[src/rtl/cpx_consts.svh]
`ifndef CPX_CONSTS_SVH
`define CPX_CONSTS_SVH

// register byte offsets
`define CPX_OFF_OCR    8'h00
`define CPX_OFF_TCR    8'h04
`define CPX_OFF_SYNC   8'h08
`define CPX_OFF_GCR    8'h0C
`define CPX_OFF_UPPER  8'h10
`define CPX_OFF_DEAD   8'h14
`define CPX_OFF_DUTY_U 8'h18
`define CPX_OFF_DUTY_V 8'h1C
`define CPX_OFF_DUTY_W 8'h20
`define CPX_OFF_IER    8'h24
`define CPX_OFF_FLAG   8'h28
`define CPX_OFF_CNT    8'h2C

// field positions
`define CPX_OCR_TOGGLE 0
`define CPX_TCR_RUN    3
`define CPX_GCR_SRC    3
`define CPX_GCR_CHOP_P 4
`define CPX_GCR_CHOP_N 5
`define CPX_GCR_BLDC   6
`define CPX_IER_ADC    23
`define CPX_CLR_SYNC   3'h3
`define CPX_NFLAG      23

// reset values
`define CPX_RST_UPPER  16'hFFFF
`define CPX_RST_OCR    7'h7E
`endif

[src/rtl/cpx_pkg.sv]
package cpx_pkg;
	// six power-stage pins: levels and drive enables
	typedef struct packed {
		logic [5:0] lvl;
		logic [5:0] oe;
	} cpx_pwm_t;
	// apb answer
	typedef struct packed {
		logic        ready;
		logic        slverr;
		logic [31:0] rdata;
	} cpx_apb_rsp_t;
endpackage

[src/rtl/cpx_flag_bank.sv]
`include "cpx_consts.svh"
module cpx_flag_bank #(
	parameter int N = `CPX_NFLAG
) (
	input  wire logic         pclk,
	input  wire logic         presetn,
	input  wire logic [N-1:0] set_ev,
	input  wire logic         rd_stb,
	input  wire logic         wr_stb,
	input  wire logic [N-1:0] wdata,
	input  wire logic [N-1:0] auto_clr,
	input  wire logic [N-1:0] en,
	output logic      [N-1:0] flags_q,
	output logic      [N-1:0] irq_q
);
	logic [N-1:0] seen_q;
	logic [N-1:0] clr;

	// a zero write only clears a flag that was read as 1 beforehand
	assign clr = (wr_stb ? (~wdata & seen_q) : '0) | auto_clr;

	always_ff @(posedge pclk or negedge presetn) begin
		if (!presetn) begin
			flags_q <= '0;
		end else begin
			// set wins over a clear in the same cycle
			flags_q <= (flags_q & ~clr) | set_ev;
		end
	end

	always_ff @(posedge pclk or negedge presetn) begin
		if (!presetn) begin
			seen_q <= '0;
		end else if (rd_stb) begin
			seen_q <= flags_q;
		end else if (wr_stb) begin
			seen_q <= '0;
		end
	end

	always_ff @(posedge pclk or negedge presetn) begin
		if (!presetn) begin
			irq_q <= '0;
		end else begin
			irq_q <= ((flags_q & ~clr) | set_ev) & en;
		end
	end

	a_flag_irq: assert property (@(posedge pclk) disable iff (!presetn)
		irq_q == (flags_q & $past(en)))
		else $error("irq not flag and enable");
	a_set_wins: assert property (@(posedge pclk) disable iff (!presetn)
		|set_ev |=> ((flags_q & $past(set_ev)) == $past(set_ev)))
		else $error("event lost");
endmodule // cpx_flag_bank

[src/rtl/cpx_top.sv]
`include "cpx_consts.svh"
module cpx_top #(
	parameter int CNT_DIV = 1
) (
	input  wire logic              pclk,
	input  wire logic              presetn,
	input  wire logic              psel,
	input  wire logic              penable,
	input  wire logic              pwrite,
	input  wire logic [7:0]        paddr,
	input  wire logic [31:0]       pwdata,
	output logic                   pready,
	output logic                   pslverr,
	output logic [31:0]            prdata,
	input  wire logic              bus_ctrl_lock,
	input  wire logic [3:0]        halt_in_n,
	input  wire logic              osc_stopped,
	input  wire logic              position_input_a,
	input  wire logic              position_input_b,
	input  wire logic              position_input_c,
	input  wire logic              other_ch_clear,
	input  wire logic [15:0]       ext_match_ev,
	input  wire logic [3:0]        ext_ovf_ev,
	input  wire logic [1:0]        ext_udf_ev,
	input  wire logic [16:0]       dtc_ack,
	input  wire logic [4:0]        dma_ack,
	output cpx_pkg::cpx_pwm_t      pwm_q,
	output logic                   ch3_compare_pin_a,
	output logic                   ch3_compare_oe,
	output logic                   adc_start_q,
	output logic [22:0]            irq_q,
	output logic                   irq_any_q,
	output logic [4:0]             irq_id_q,
	output logic [16:0]            dtc_req_q,
	output logic [4:0]             dma_req_q
);
	localparam int NF = `CPX_NFLAG;
	// flag bit of each dma source: A match of ch0..ch4
	localparam logic [4:0] DMA_IDX [5] = '{5'h00, 5'h04, 5'h06, 5'h08, 5'h0C};
	// fixed ranking, highest first
	localparam logic [4:0] RANK [NF] = '{
		5'h00, 5'h01, 5'h02, 5'h03, 5'h10,
		5'h04, 5'h05, 5'h11, 5'h15,
		5'h06, 5'h07, 5'h12, 5'h16,
		5'h08, 5'h09, 5'h0A, 5'h0B, 5'h13,
		5'h0C, 5'h0D, 5'h0E, 5'h0F, 5'h14};

	// ****************************************
	// register file
	// ****************************************
	logic [6:0]  ocr_q;
	logic [3:0]  tcr_q;
	logic        sync_q;
	logic [6:0]  gcr_q;
	logic [15:0] upper_q;
	logic [15:0] dead_q;
	logic [15:0] duty_q [3];
	logic [23:0] ier_q;
	logic [15:0] cnt4_q;
	logic        down_q;
	logic        rsp_rdy_q;
	logic        rsp_err_q;
	logic [31:0] rsp_data_q;
	logic        setup;
	logic        acc;
	logic        wr;
	logic        wr_prot;
	logic        mapped;
	logic [31:0] rd_mux;
	logic [NF-1:0] flags;
	logic [15:0] cnt3;

	assign setup = psel & ~penable;
	assign acc = psel & penable & rsp_rdy_q;
	assign wr = acc & pwrite;
	// buffer (duty) registers stay writable under the lock
	assign wr_prot = wr & ~bus_ctrl_lock;
	assign cnt3 = cnt4_q + dead_q;
	assign pready = rsp_rdy_q;
	assign pslverr = rsp_err_q;
	assign prdata = rsp_data_q;

	always_comb begin
		mapped = 1'b1;
		rd_mux = 32'h0000_0000;
		unique case (paddr)
			`CPX_OFF_OCR:    rd_mux = {25'h0, ocr_q};
			`CPX_OFF_TCR:    rd_mux = {28'h0, tcr_q};
			`CPX_OFF_SYNC:   rd_mux = {31'h0, sync_q};
			`CPX_OFF_GCR:    rd_mux = {25'h0, gcr_q};
			`CPX_OFF_UPPER:  rd_mux = {16'h0, upper_q};
			`CPX_OFF_DEAD:   rd_mux = {16'h0, dead_q};
			`CPX_OFF_DUTY_U: rd_mux = {16'h0, duty_q[0]};
			`CPX_OFF_DUTY_V: rd_mux = {16'h0, duty_q[1]};
			`CPX_OFF_DUTY_W: rd_mux = {16'h0, duty_q[2]};
			`CPX_OFF_IER:    rd_mux = {8'h0, ier_q};
			`CPX_OFF_FLAG:   rd_mux = {9'h0, flags};
			`CPX_OFF_CNT:    rd_mux = {cnt4_q, cnt3};
			default:         mapped = 1'b0;
		endcase
	end

	// zero wait states: answer is ready in the first access cycle
	always_ff @(posedge pclk or negedge presetn) begin
		if (!presetn) begin
			rsp_rdy_q <= 1'b0;
			rsp_err_q <= 1'b0;
			rsp_data_q <= 32'h0000_0000;
		end else begin
			rsp_rdy_q <= setup;
			rsp_err_q <= setup & ~mapped;
			rsp_data_q <= (setup & ~pwrite) ? rd_mux : 32'h0000_0000;
		end
	end

	always_ff @(posedge pclk or negedge presetn) begin
		if (!presetn) begin
			ocr_q <= `CPX_RST_OCR;
			tcr_q <= 4'h0;
			sync_q <= 1'b0;
			gcr_q <= 7'h00;
			upper_q <= `CPX_RST_UPPER;
			dead_q <= 16'h0000;
			ier_q <= 24'h00_0000;
		end else if (wr_prot) begin
			unique case (paddr)
				`CPX_OFF_OCR:   ocr_q <= pwdata[6:0];
				`CPX_OFF_TCR:   tcr_q <= pwdata[3:0];
				`CPX_OFF_SYNC:  sync_q <= pwdata[0];
				`CPX_OFF_GCR:   gcr_q <= pwdata[6:0];
				`CPX_OFF_UPPER: upper_q <= pwdata[15:0];
				`CPX_OFF_DEAD:  dead_q <= pwdata[15:0];
				`CPX_OFF_IER:   ier_q <= pwdata[23:0];
				default: ;
			endcase
		end
	end

	always_ff @(posedge pclk or negedge presetn) begin
		if (!presetn) begin
			duty_q <= '{16'h0000, 16'h0000, 16'h0000};
		end else if (wr) begin
			unique case (paddr)
				`CPX_OFF_DUTY_U: duty_q[0] <= pwdata[15:0];
				`CPX_OFF_DUTY_V: duty_q[1] <= pwdata[15:0];
				`CPX_OFF_DUTY_W: duty_q[2] <= pwdata[15:0];
				default: ;
			endcase
		end
	end

	// ****************************************
	// carrier counters
	// ****************************************
	logic [7:0]  div_q;
	logic        tick;
	logic        run;
	logic        sync_clr;
	logic [15:0] cdr;
	logic        c3_top;
	logic        c4_zero;

	assign run = tcr_q[`CPX_TCR_RUN];
	assign cdr = upper_q - dead_q;
	assign tick = (div_q == 8'(CNT_DIV - 1)) & run;
	assign sync_clr = sync_q & (tcr_q[2:0] == `CPX_CLR_SYNC)
		& other_ch_clear;
	assign c3_top = tick & (cnt3 == upper_q);
	assign c4_zero = tick & (cnt4_q == 16'h0000);

	always_ff @(posedge pclk or negedge presetn) begin
		if (!presetn) begin
			div_q <= 8'h00;
		end else if (!run || div_q == 8'(CNT_DIV - 1)) begin
			div_q <= 8'h00;
		end else begin
			div_q <= div_q + 8'h01;
		end
	end

	// counter three is counter four plus the dead time, so clearing
	// counter four (and the direction flag with it) sets counter three to the dead time
	always_ff @(posedge pclk or negedge presetn) begin
		if (!presetn) begin
			cnt4_q <= 16'h0000;
			down_q <= 1'b0;
		end else if (sync_clr) begin
			cnt4_q <= 16'h0000;
			down_q <= 1'b0;
		end else if (wr_prot && paddr == `CPX_OFF_CNT) begin
			cnt4_q <= pwdata[31:16];
		end else if (tick) begin
			if (!down_q && cnt4_q >= cdr) begin
				down_q <= 1'b1;
				cnt4_q <= cnt4_q - 16'h0001;
			end else if (down_q && cnt4_q == 16'h0000) begin
				down_q <= 1'b0;
				cnt4_q <= 16'h0001;
			end else begin
				cnt4_q <= down_q ? cnt4_q - 16'h0001 : cnt4_q + 16'h0001;
			end
		end
	end

	// ****************************************
	// phase generators
	// ****************************************
	logic [2:0] pos_q;
	logic [2:0] on_m;
	logic [2:0] off_m;

	for (genvar i = 0; i < 3; i++) begin : g_phase
		assign on_m[i] = tick & down_q & (cnt4_q == duty_q[i]);
		assign off_m[i] = tick & ~down_q & (cnt3 == duty_q[i]);
		always_ff @(posedge pclk or negedge presetn) begin
			if (!presetn) begin
				pos_q[i] <= 1'b0;
			end else if (duty_q[i] == 16'h0000) begin
				pos_q[i] <= 1'b1;
			end else if (duty_q[i] == upper_q) begin
				pos_q[i] <= 1'b0;
			end else if (on_m[i] && off_m[i]) begin
				pos_q[i] <= pos_q[i];
			end else if (off_m[i]) begin
				pos_q[i] <= 1'b0;
			end else if (on_m[i]) begin
				pos_q[i] <= 1'b1;
			end
		end
	end

	// ****************************************
	// motor commutation
	// ****************************************
	logic [2:0] hall;
	logic [2:0] hall_prev_q;
	logic [2:0] pat_q;
	logic [5:0] step;

	assign hall = {position_input_c, position_input_b, position_input_a};

	// {high-side u v w, low-side u v w} for each rotor position
	function automatic logic [5:0] cpx_step(input logic [2:0] p);
		unique case (p)
			3'h1:    return 6'h22;
			3'h3:    return 6'h21;
			3'h2:    return 6'h11;
			3'h6:    return 6'h14;
			3'h4:    return 6'h0C;
			3'h5:    return 6'h0A;
			default: return 6'h00;
		endcase
	endfunction

	assign step = cpx_step(pat_q);

	always_ff @(posedge pclk or negedge presetn) begin
		if (!presetn) begin
			hall_prev_q <= 3'h0;
		end else begin
			hall_prev_q <= hall;
		end
	end

	always_ff @(posedge pclk or negedge presetn) begin
		if (!presetn) begin
			pat_q <= 3'h0;
		end else if (gcr_q[`CPX_GCR_SRC]) begin
			pat_q <= gcr_q[2:0];
		end else if (hall != hall_prev_q) begin
			pat_q <= hall;
		end
	end

	// ****************************************
	// pin drivers
	// ****************************************
	logic [5:0] on_st;
	logic [5:0] lvl_d;
	logic       halt;

	// oscillator-stop comes from the clock monitor; a stopped pclk cannot
	// clock this flop, so the monitor must also hold its own pin release
	assign halt = ~&halt_in_n | osc_stopped;

	for (genvar i = 0; i < 3; i++) begin : g_leg
		always_comb begin
			if (gcr_q[`CPX_GCR_BLDC]) begin
				on_st[i] = step[5-i] &
					(gcr_q[`CPX_GCR_CHOP_P] ? pos_q[i] : 1'b1);
				on_st[i+3] = step[2-i] &
					(gcr_q[`CPX_GCR_CHOP_N] ? ~pos_q[i] : 1'b1);
			end else begin
				on_st[i] = pos_q[i] & run;
				on_st[i+3] = ~pos_q[i] & run;
			end
			lvl_d[i] = on_st[i] ? ocr_q[1+i] : ~ocr_q[1+i];
			lvl_d[i+3] = on_st[i+3] ? ocr_q[4+i] : ~ocr_q[4+i];
		end
	end

	always_ff @(posedge pclk or negedge presetn) begin
		if (!presetn) begin
			pwm_q <= '0;
		end else begin
			pwm_q.lvl <= lvl_d;
			pwm_q.oe <= halt ? 6'h00 : 6'h3F;
		end
	end

	// ****************************************
	// carrier toggle and a/d start
	// ****************************************
	logic tog_en;

	assign tog_en = ocr_q[`CPX_OCR_TOGGLE];

	always_ff @(posedge pclk or negedge presetn) begin
		if (!presetn) begin
			ch3_compare_pin_a <= 1'b1;
			ch3_compare_oe <= 1'b0;
		end else begin
			ch3_compare_oe <= tog_en;
			if (!tog_en) begin
				ch3_compare_pin_a <= 1'b1;
			end else if (c3_top ^ c4_zero) begin
				ch3_compare_pin_a <= ~ch3_compare_pin_a;
			end
		end
	end

	always_ff @(posedge pclk or negedge presetn) begin
		if (!presetn) begin
			adc_start_q <= 1'b0;
		end else begin
			adc_start_q <= ier_q[`CPX_IER_ADC] & (c3_top |
				ext_match_ev[0] | ext_match_ev[4] | ext_match_ev[6]);
		end
	end

	// ****************************************
	// status flags and requests
	// ****************************************
	logic [NF-1:0] set_ev;
	logic [NF-1:0] auto_clr;
	logic [NF-1:0] irq_w;

	// flags 0..15 matches, 16..20 overflow ch0..4, 21..22 underflow ch1..2
	assign set_ev = {ext_udf_ev, c4_zero & down_q, ext_ovf_ev,
		ext_match_ev[15:9], ext_match_ev[8] | c3_top,
		ext_match_ev[7:0]};

	// transfer-controller ack bit 16 belongs to the ch4 overflow flag
	always_comb begin
		auto_clr = '0;
		auto_clr[15:0] = dtc_ack[15:0];
		auto_clr[20] = dtc_ack[16];
		for (int k = 0; k < 5; k++) begin
			auto_clr[DMA_IDX[k]] = auto_clr[DMA_IDX[k]] | dma_ack[k];
		end
	end

	cpx_flag_bank #(
		.N(NF)
	) u_flags (
		.pclk    (pclk),
		.presetn (presetn),
		.set_ev  (set_ev),
		.rd_stb  (setup & ~pwrite & (paddr == `CPX_OFF_FLAG)),
		.wr_stb  (wr & (paddr == `CPX_OFF_FLAG)),
		.wdata   (pwdata[NF-1:0]),
		.auto_clr(auto_clr),
		.en      (ier_q[NF-1:0]),
		.flags_q (flags),
		.irq_q   (irq_w)
	);

	assign irq_q = irq_w;

	always_ff @(posedge pclk or negedge presetn) begin
		if (!presetn) begin
			irq_any_q <= 1'b0;
			irq_id_q <= 5'h00;
		end else begin
			irq_any_q <= |irq_w;
			irq_id_q <= 5'h00;
			for (int k = NF - 1; k >= 0; k--) begin
				if (irq_w[RANK[k]]) begin
					irq_id_q <= RANK[k];
				end
			end
		end
	end

	always_ff @(posedge pclk or negedge presetn) begin
		if (!presetn) begin
			dtc_req_q <= 17'h0_0000;
			dma_req_q <= 5'h00;
		end else begin
			dtc_req_q <= {irq_w[20], irq_w[15:0]};
			for (int k = 0; k < 5; k++) begin
				dma_req_q[k] <= irq_w[DMA_IDX[k]];
			end
		end
	end

	// ****************************************
	// checks
	// ****************************************
	a_full_duty: assert property (@(posedge pclk) disable iff (!presetn)
		duty_q[0] == 16'h0000 |=> pos_q[0]) else $error("u not 100%");
	a_zero_duty: assert property (@(posedge pclk) disable iff (!presetn)
		duty_q[1] == upper_q && duty_q[1] != 16'h0000 |=> !pos_q[1])
		else $error("v not 0%");
	a_tie_hold: assert property (@(posedge pclk) disable iff (!presetn)
		on_m[2] && off_m[2] && duty_q[2] != 16'h0000 &&
		duty_q[2] != upper_q |=> $stable(pos_q[2]))
		else $error("tie changed w");
	a_halt_float: assert property (@(posedge pclk) disable iff (!presetn)
		halt |=> pwm_q.oe == 6'h00) else $error("pins not floated");
	a_toggle_flip: assert property (@(posedge pclk) disable iff (!presetn)
		tog_en && (c3_top ^ c4_zero) |=> ch3_compare_pin_a !=
		$past(ch3_compare_pin_a)) else $error("toggle missed");
	a_sync_clear: assert property (@(posedge pclk) disable iff (!presetn)
		sync_clr |=> cnt4_q == 16'h0000 && cnt3 == dead_q)
		else $error("sync clear failed");
	a_lock_write: assert property (@(posedge pclk) disable iff (!presetn)
		wr && bus_ctrl_lock && paddr == `CPX_OFF_UPPER |=> $stable(upper_q))
		else $error("locked write landed");
	a_adc_gate: assert property (@(posedge pclk) disable iff (!presetn)
		adc_start_q |-> $past(ier_q[`CPX_IER_ADC]))
		else $error("adc start while off");
	a_dma_a_only: assert property (@(posedge pclk) disable iff (!presetn)
		dma_req_q[3] |-> $past(irq_w[8])) else $error("dma from non-A");
endmodule // cpx_top
[config.mk]
export PLATFORM = sky130hd
export DESIGN_NAME = cpx_top
export DESIGN_NICKNAME = d
export VERILOG_FILES = /design/src/rtl/cpx_pkg.sv /design/src/rtl/cpx_flag_bank.sv /design/src/rtl/cpx_top.sv
export VERILOG_INCLUDE_DIRS = /design/src /design/src/rtl
export SDC_FILE = /design/constraint.sdc
export NUM_CORES = 1
export LEC_CHECK = 0
export ABC_AREA = 1
export BUFFER_PORTS_ARGS = -buffer_cell sky130_fd_sc_hd__buf_2
export CAP_MARGIN = 20
export CORE_MARGIN = 8
export CORE_UTILIZATION = 40
export DETAILED_ROUTE_END_ITERATION = 10
export PLACE_DENSITY_LB_ADDON = 0.08
export SKIP_LAST_GASP = 1
export SLEW_MARGIN = 40
export SYNTH_ARGS = -nofsm -noshare
export SYNTH_HDL_FRONTEND = slang
export SYNTH_SLANG_ARGS = --single-unit
[constraint.sdc]
create_clock -name pclk -period 4.9 [get_ports pclk]
set_input_delay 0.49 -clock pclk [delete_from_list [all_inputs] [get_ports pclk]]
set_output_delay 0.49 -clock pclk [all_outputs]
set_load 0.02 [all_outputs]
# Word level (Yosys, flattened, before mapping)
# Index checks and enable logic that the tools add are counted.
# totals
ff_bits	303
output_inout_bits	100
elab_cells	263
# classes
addsub	5
n_lt_le_gt_ge	1
n_eq_ne	34
mux	80
bitwise_logic	69
n_reduce_logical	41
# ops
cell	n
$pmux 32 s12	1
$eq 16x16->1	10
$mux 5	23
$mux 16	6
$and 23x23->23	3
$mux 23	3
$logic_not 16->1	4
$not 23->23	2
$mux 1	41
$and 1x1->1	36
$pmux 6 s6	1
$eq 8x5->1 const B	4
$eq 8x6->1 const B	4
$mux 32	1
$reduce_and 2->1	13
$or 23x21->23	1
$or 23x23->23	1
$reduce_or 23->1	1
$add 16x1->16 const B	1
$add 16x16->16	1
$eq 8x4->1 const B	2
$ge 16x16->1	1
$logic_not 8->1	2
$sub 16x1->16 const B	1
other kinds (25)	67

# Longest topological paths before layout
# logic_depth
word_depth	23
depth_mapped	25
ltp_nobuf	24

# Modules after synthesis
# A second synthesis with hierarchy kept.
# hier_totals
cells_unflattened	2505
hier_area_um2	18398.9
# modules_own_cells
mod	n_inst	cells_per_inst	area_per_inst_um2	seq_area_each_um2
cpx_top	1	2174	15424.8	5634.2
cpx_flag_bank	1	331	2974.1	1726.7

# Worst setup path before layout
# No wires, ideal clock.
# synth_path
path_kind	register to register
from	register upper_q[0]
to	register cnt4_q[2]
setup_ns	0.116
t_arrival_ns	3.631
required_time_ns	4.784
slack_ns	1.152
path_stages_with_launch	26
path_buffers	2
cell_sequence	dfstp_2 > clkbuf_2 > inv_1 > ha_1 > inv_1 > fa_1 > nand3_1 > nand2_1 > inv_1 > o21a_1 > o21ai_0 > a31oi_1 > o21ai_0 > xor2_1 > ha_1 > nand3_1 > inv_1 > a21oi_1 > nand3_1 > nand2_1 > clkbuf_1 > nand2_1 > nand2_1 > nand2_1 > nand2_1 > nand2_1
# synth_via
elab_chain_cells	7
# synth_rtl
item	line_no	text
start, declared	cpx_top.sv:55	logic [15:0] upper_q;
start signal, assigned	cpx_top.sv:122	upper_q <= `CPX_RST_UPPER;
start signal, assigned	cpx_top.sv:131	`CPX_OFF_UPPER: upper_q <= pwdata[15:0];
$sub 16x16->16	cpx_top.sv:164	assign cdr = upper_q - dead_q;
$ge 16x16->1	cpx_top.sv:193	if (!down_q && cnt4_q >= cdr) begin
$logic_and 1x1->1	cpx_top.sv:193	
$mux 16	cpx_top.sv:193	
$mux 16	cpx_top.sv:192	end else if (tick) begin
$mux 16	cpx_top.sv:190	end else if (wr_prot && paddr == `CPX_OFF_CNT) begin
$mux 16	cpx_top.sv:187	end else if (sync_clr) begin
end signal, assigned	cpx_top.sv:191	cnt4_q <= pwdata[31:16];
end signal, assigned	cpx_top.sv:195	cnt4_q <= cnt4_q - 16'h0001;
end signal, assigned	cpx_top.sv:200	cnt4_q <= down_q ? cnt4_q - 16'h0001 : cnt4_q + 16'h0001;
end, declared	cpx_top.sv:59	logic [15:0] cnt4_q;
# No other way between the ends. The select of a mux whose other input is x is not followed.
# A chain may end at the register's enable or synchronous reset.

# Worst setup path after layout
# layout_path
from	register upper_q[0]
to	register cnt4_q[14]
# The elaborated chain is that of the path after synthesis.

==> results.py <==
metrics = {
    "cells_and_area": {
        "drive_gt1_frac": 0.145,
        "area_growth_pct": 15.1,
        "fin_area_um2": 20800,
        "num-fill-cells": 4627,
        "multi_input_area_um2": 8910,
        "fin_nets": 2742,
        "seqCellArea_um2": 7360,
    },
    "pwr": {
        "seq_power_share": 0.442,
        "ir_drop_mv": 0.258,
        "powerDensity_nw_per_um2": 269,
        "leakage_nw": 10.6,
        "combPwrFrac": 0.060,
        "p_clk_frac": 0.497,
        "switching_power_w": 0.00141,
        "p_int_w": 0.00418,
        "sw_frac_of_total": 0.252,
    },
    "sta": {
        "relSlewSlack": 0.278,
        "worstMarginPinSlew_ns": 1.07,
        "clock_skew_ns": 0.0284,
        "period_minus_slack_ns": 4.19,
        "final-setup-viol-count": 0,
        "maxSlewViolCount": 0,
        "min_period_over_period": 0.855,
        "fin_ws_ns": 0.710,
        "max_freq_mhz": 239,
        "rsz0062_at_grt": "false",
        "hold_violations": 0,
        "hold_slack_ns": 0.0418,
        "fin_tns_setup_ns": 0,
    },
    "grt": {
        "grt_pass1_wl_um": 116000,
        "grt_pass1_vias": 17200,
        "antenna_found_initial": 1,
        "grt_usage": 0.296,
        "grt_max_degree": 110,
        "overflow": 0,
    },
    "placed_design": {
        "dp_hpwl_um": 61700,
        "port_buffers": 198,
        "dp_slack_ns": 0.571,
        "dpl_cell_area_um2": 19600,
        "gp_congestion": 1.00,
    },
    "cts": {
        "cts_tree": "yes",
        "path_clk_slew_ns": 0.07,
        "cts_setup_buffers": 0,
        "h-tree-depth": 2,
        "clkLatencyLatePin_ns": 0.58,
        "cts_num_sinks": 293,
        "cts.path.max_buffers": 3,
        "cts_made_buffers": 36,
        "cts_root_buf": "clkbuf_16",
    },
    "routing": {
        "antenna_left": 0,
        "wl_um": 79300,
        "firstDrtPassIters": 6,
        "vias_per_cell": 5.53,
        "drc": 0,
        "drt-initial-drc-count": 1675,
        "via_count": 17800,
        "post_drt_wl_per_cell_um": 24.6,
    },
    "logic_synthesis": {
        "syn_nets": 2589,
        "synthArstFlopShare": 1.00,
        "synth_area_per_cell_um2": 7.42,
        "ys.warnings.count": 0,
        "synth_compound_area_frac": 0.133,
        "synthMuxAreaShare": 0,
        "yosysTopAreaCell": "dfrtp_1",
        "synth-xor-area-share": 0.0591,
        "synth_edf_count": 0,
        "synth_simple_gate_area_frac": 0.263,
        "synth_most_common_cell": "nand2_1",
        "ys_types": 53,
        "synth-seq-area-share": 0.407,
        "syn_area_um2": 18100,
        "ys.flop_type": "dfrtp_1",
        "syn_inst": 2438,
        "synth_top_family_by_area": "simple AND/OR/NAND/NOR gates",
        "yosys-top-cells-count": "nand2_1 (594), inv_1 (328), dfrtp_1 (270), o21ai_0 (179), nor2_1 (166)",
        "synth_top_area_frac": 0.373,
        "synth_top_cells_by_area": "dfrtp_1 (37%), nand2_1 (12%), inv_1 (6.8%), o21ai_0 (5.0%), nand3_1 (4.5%)",
        "synthAdderAreaFrac": 0.0368,
        "ys_ff_latch": 293,
    },
    "worst_setup_path": {
        "worstSetupStartpointType": "flop",
        "r2r-start": "upper_q[0]",
        "timing.rr.end": "cnt4_q[14]",
        "worst_setup_path_end_kind": "flop",
        "critPathRequiredTime_ns": 5.33,
        "worstRegToRegCells": 23,
        "arrival_ns": 4.62,
        "path_class": "flop to flop",
        "cp_max_fo": 17,
        "r2r_slack_ns": 0.71,
    },
    "floorplanning": {
        "start_util": 0.402,
        "io_pins": 199,
        "die_h_um": 229,
        "die-width_um": 229,
        "rows": 78,
        "core-area_um2": 45000,
        "die-area_um2": 52300,
    },
    "min_path": {
        "hold_path_end": "hall_prev_q[1]",
        "hold_depth": 1,
        "hold_start": "position_input_b",
        "hold_class": "primary input to flop",
    },
    "job": {
        "drv_cap": 0,
    },
    "status": {
        "status": "finished clean",
    },
}
==> worst max path at each step <==
stage	startpoint	endpoint	slack, ns
6_report	upper_q[0]	cnt4_q[14]	0.71
5_1_grt	upper_q[2]	cnt4_q[13]	0.24
3_3_place_gp	upper_q[0]	cnt4_q[12]	0.63
3_5_place_dp	upper_q[0]	cnt4_q[14]	0.57
4_1_cts	upper_q[0]	cnt4_q[14]	0.55
2_1_floorplan	upper_q[0]	cnt4_q[2]	1.15
==> state kept, by name, indices dropped and copies added (netlist names), 3 cells and up <==
register / count
prdata: 32
duty_q: 48
tcr_q: 4
u_flags.irq_q: 23
div_q: 8
pos_q: 3
pwm_q: 7
hall_prev_q: 3
ocr_q: 7
dead_q: 16
upper_q: 16
irq_id_q: 5
gcr_q: 7
ier_q: 24
cnt4_q: 16
dma_req_q: 4
u_flags.flags_q: 23
dtc_req_q: 13
pat_q: 3
u_flags.seen_q: 23
==> metrics by stage <==
step / instances / total power (W) / util
6_report: 3221 / 0.00559 / 0.463
2_1_floorplan: 2438 / 0.00265 / -
5_1_grt: 3220 / 0.00576 / 0.463
3_3_place_gp: 3151 / 0.00285 / 0.435
3_5_place_dp: 3151 / 0.00285 / 0.435
4_1_cts: 3218 / 0.00564 / 0.462
==> power groups by stage <==
stage | sequential [W] | combinational (W) | clock, W
after floorplan | 0.00250 | 0.000149 | 0
after global placement | 0.00252 | 0.000336 | 0
after detailed placement | 0.00252 | 0.000337 | 0
after CTS | 0.00247 | 0.000339 | 0.00283
after global routing | 0.00247 | 0.000376 | 0.00291
final | 0.00247 | 0.000338 | 0.00278
==> per-layer routing <==
layer / wire (um) / global-route usage
met3: 5680 / 0.0496
met5: 0 / 0
met4: 3370 / 0.119
met2: 35900 / 0.471
met1: 34400 / 0.397
==> cells in the final DEF, fill, tap and decap left out, drive strengths merged, types with 15 or more instances in the layout <==
master,instances
a21oi,103
a221oi,21
a31oi,17
buf,231
clkbuf,50
dfrtp,270
dfstp,23
ha,50
inv,338
nand2,617
nand3,168
nand4,38
nor2,182
nor3,51
nor4,23
o21ai,184
o22ai,54
o31ai,15
xnor2,39
xor2,78
==> worst max-delay path, cell delays in order, from the launching register on <==
cell and delay (ns):
dfstp_2 0.60, inv_1 0.11, ha_1 0.21, inv_1 0.08, fa_1 0.22, nand3_1 0.08
nand2_1 0.11, inv_1 0.05, o21a_1 0.20, o21ai_0 0.27, a31oi_1 0.18, o21ai_0 0.23
xor2_1 0.20, ha_1 0.25, nand3_1 0.10, inv_1 0.05, a21oi_1 0.20, nand3_1 0.14
nand2_2 0.31, inv_1 0.16, nand2_1 0.09, nand3_1 0.07, nand2_1 0.07, o21ai_0 0.07
==> cells by family after synthesis <==
logic type,Yosys count
xor+xnor,119
buf+inv,457
flops,293
compound gates,420
simple gates,1097
fa+ha+maj,52
==> area by class of cell <==
| cell class | instances | share of cell area |
|---|---|---|
| Antenna cell | 2 | 0.000240 |
| Clock buffer | 50 | 0.0492 |
| Clock inverter | 16 | 0.00932 |
| Inverter | 340 | 0.0614 |
| Multi-Input combinational cell | 1688 | 0.428 |
| Sequential cell | 293 | 0.354 |
| Tap cell | 600 | 0.0361 |
| Timing Repair Buffer | 232 | 0.0619 |
==> timing repair <==
action	4_1_cts	5_1_grt
setup endpoints to repair	0	1
resized for setup	0	1
hold buffers	1	0
hold endpoints to repair	79	0
Power figures use the tool's default switching activity.
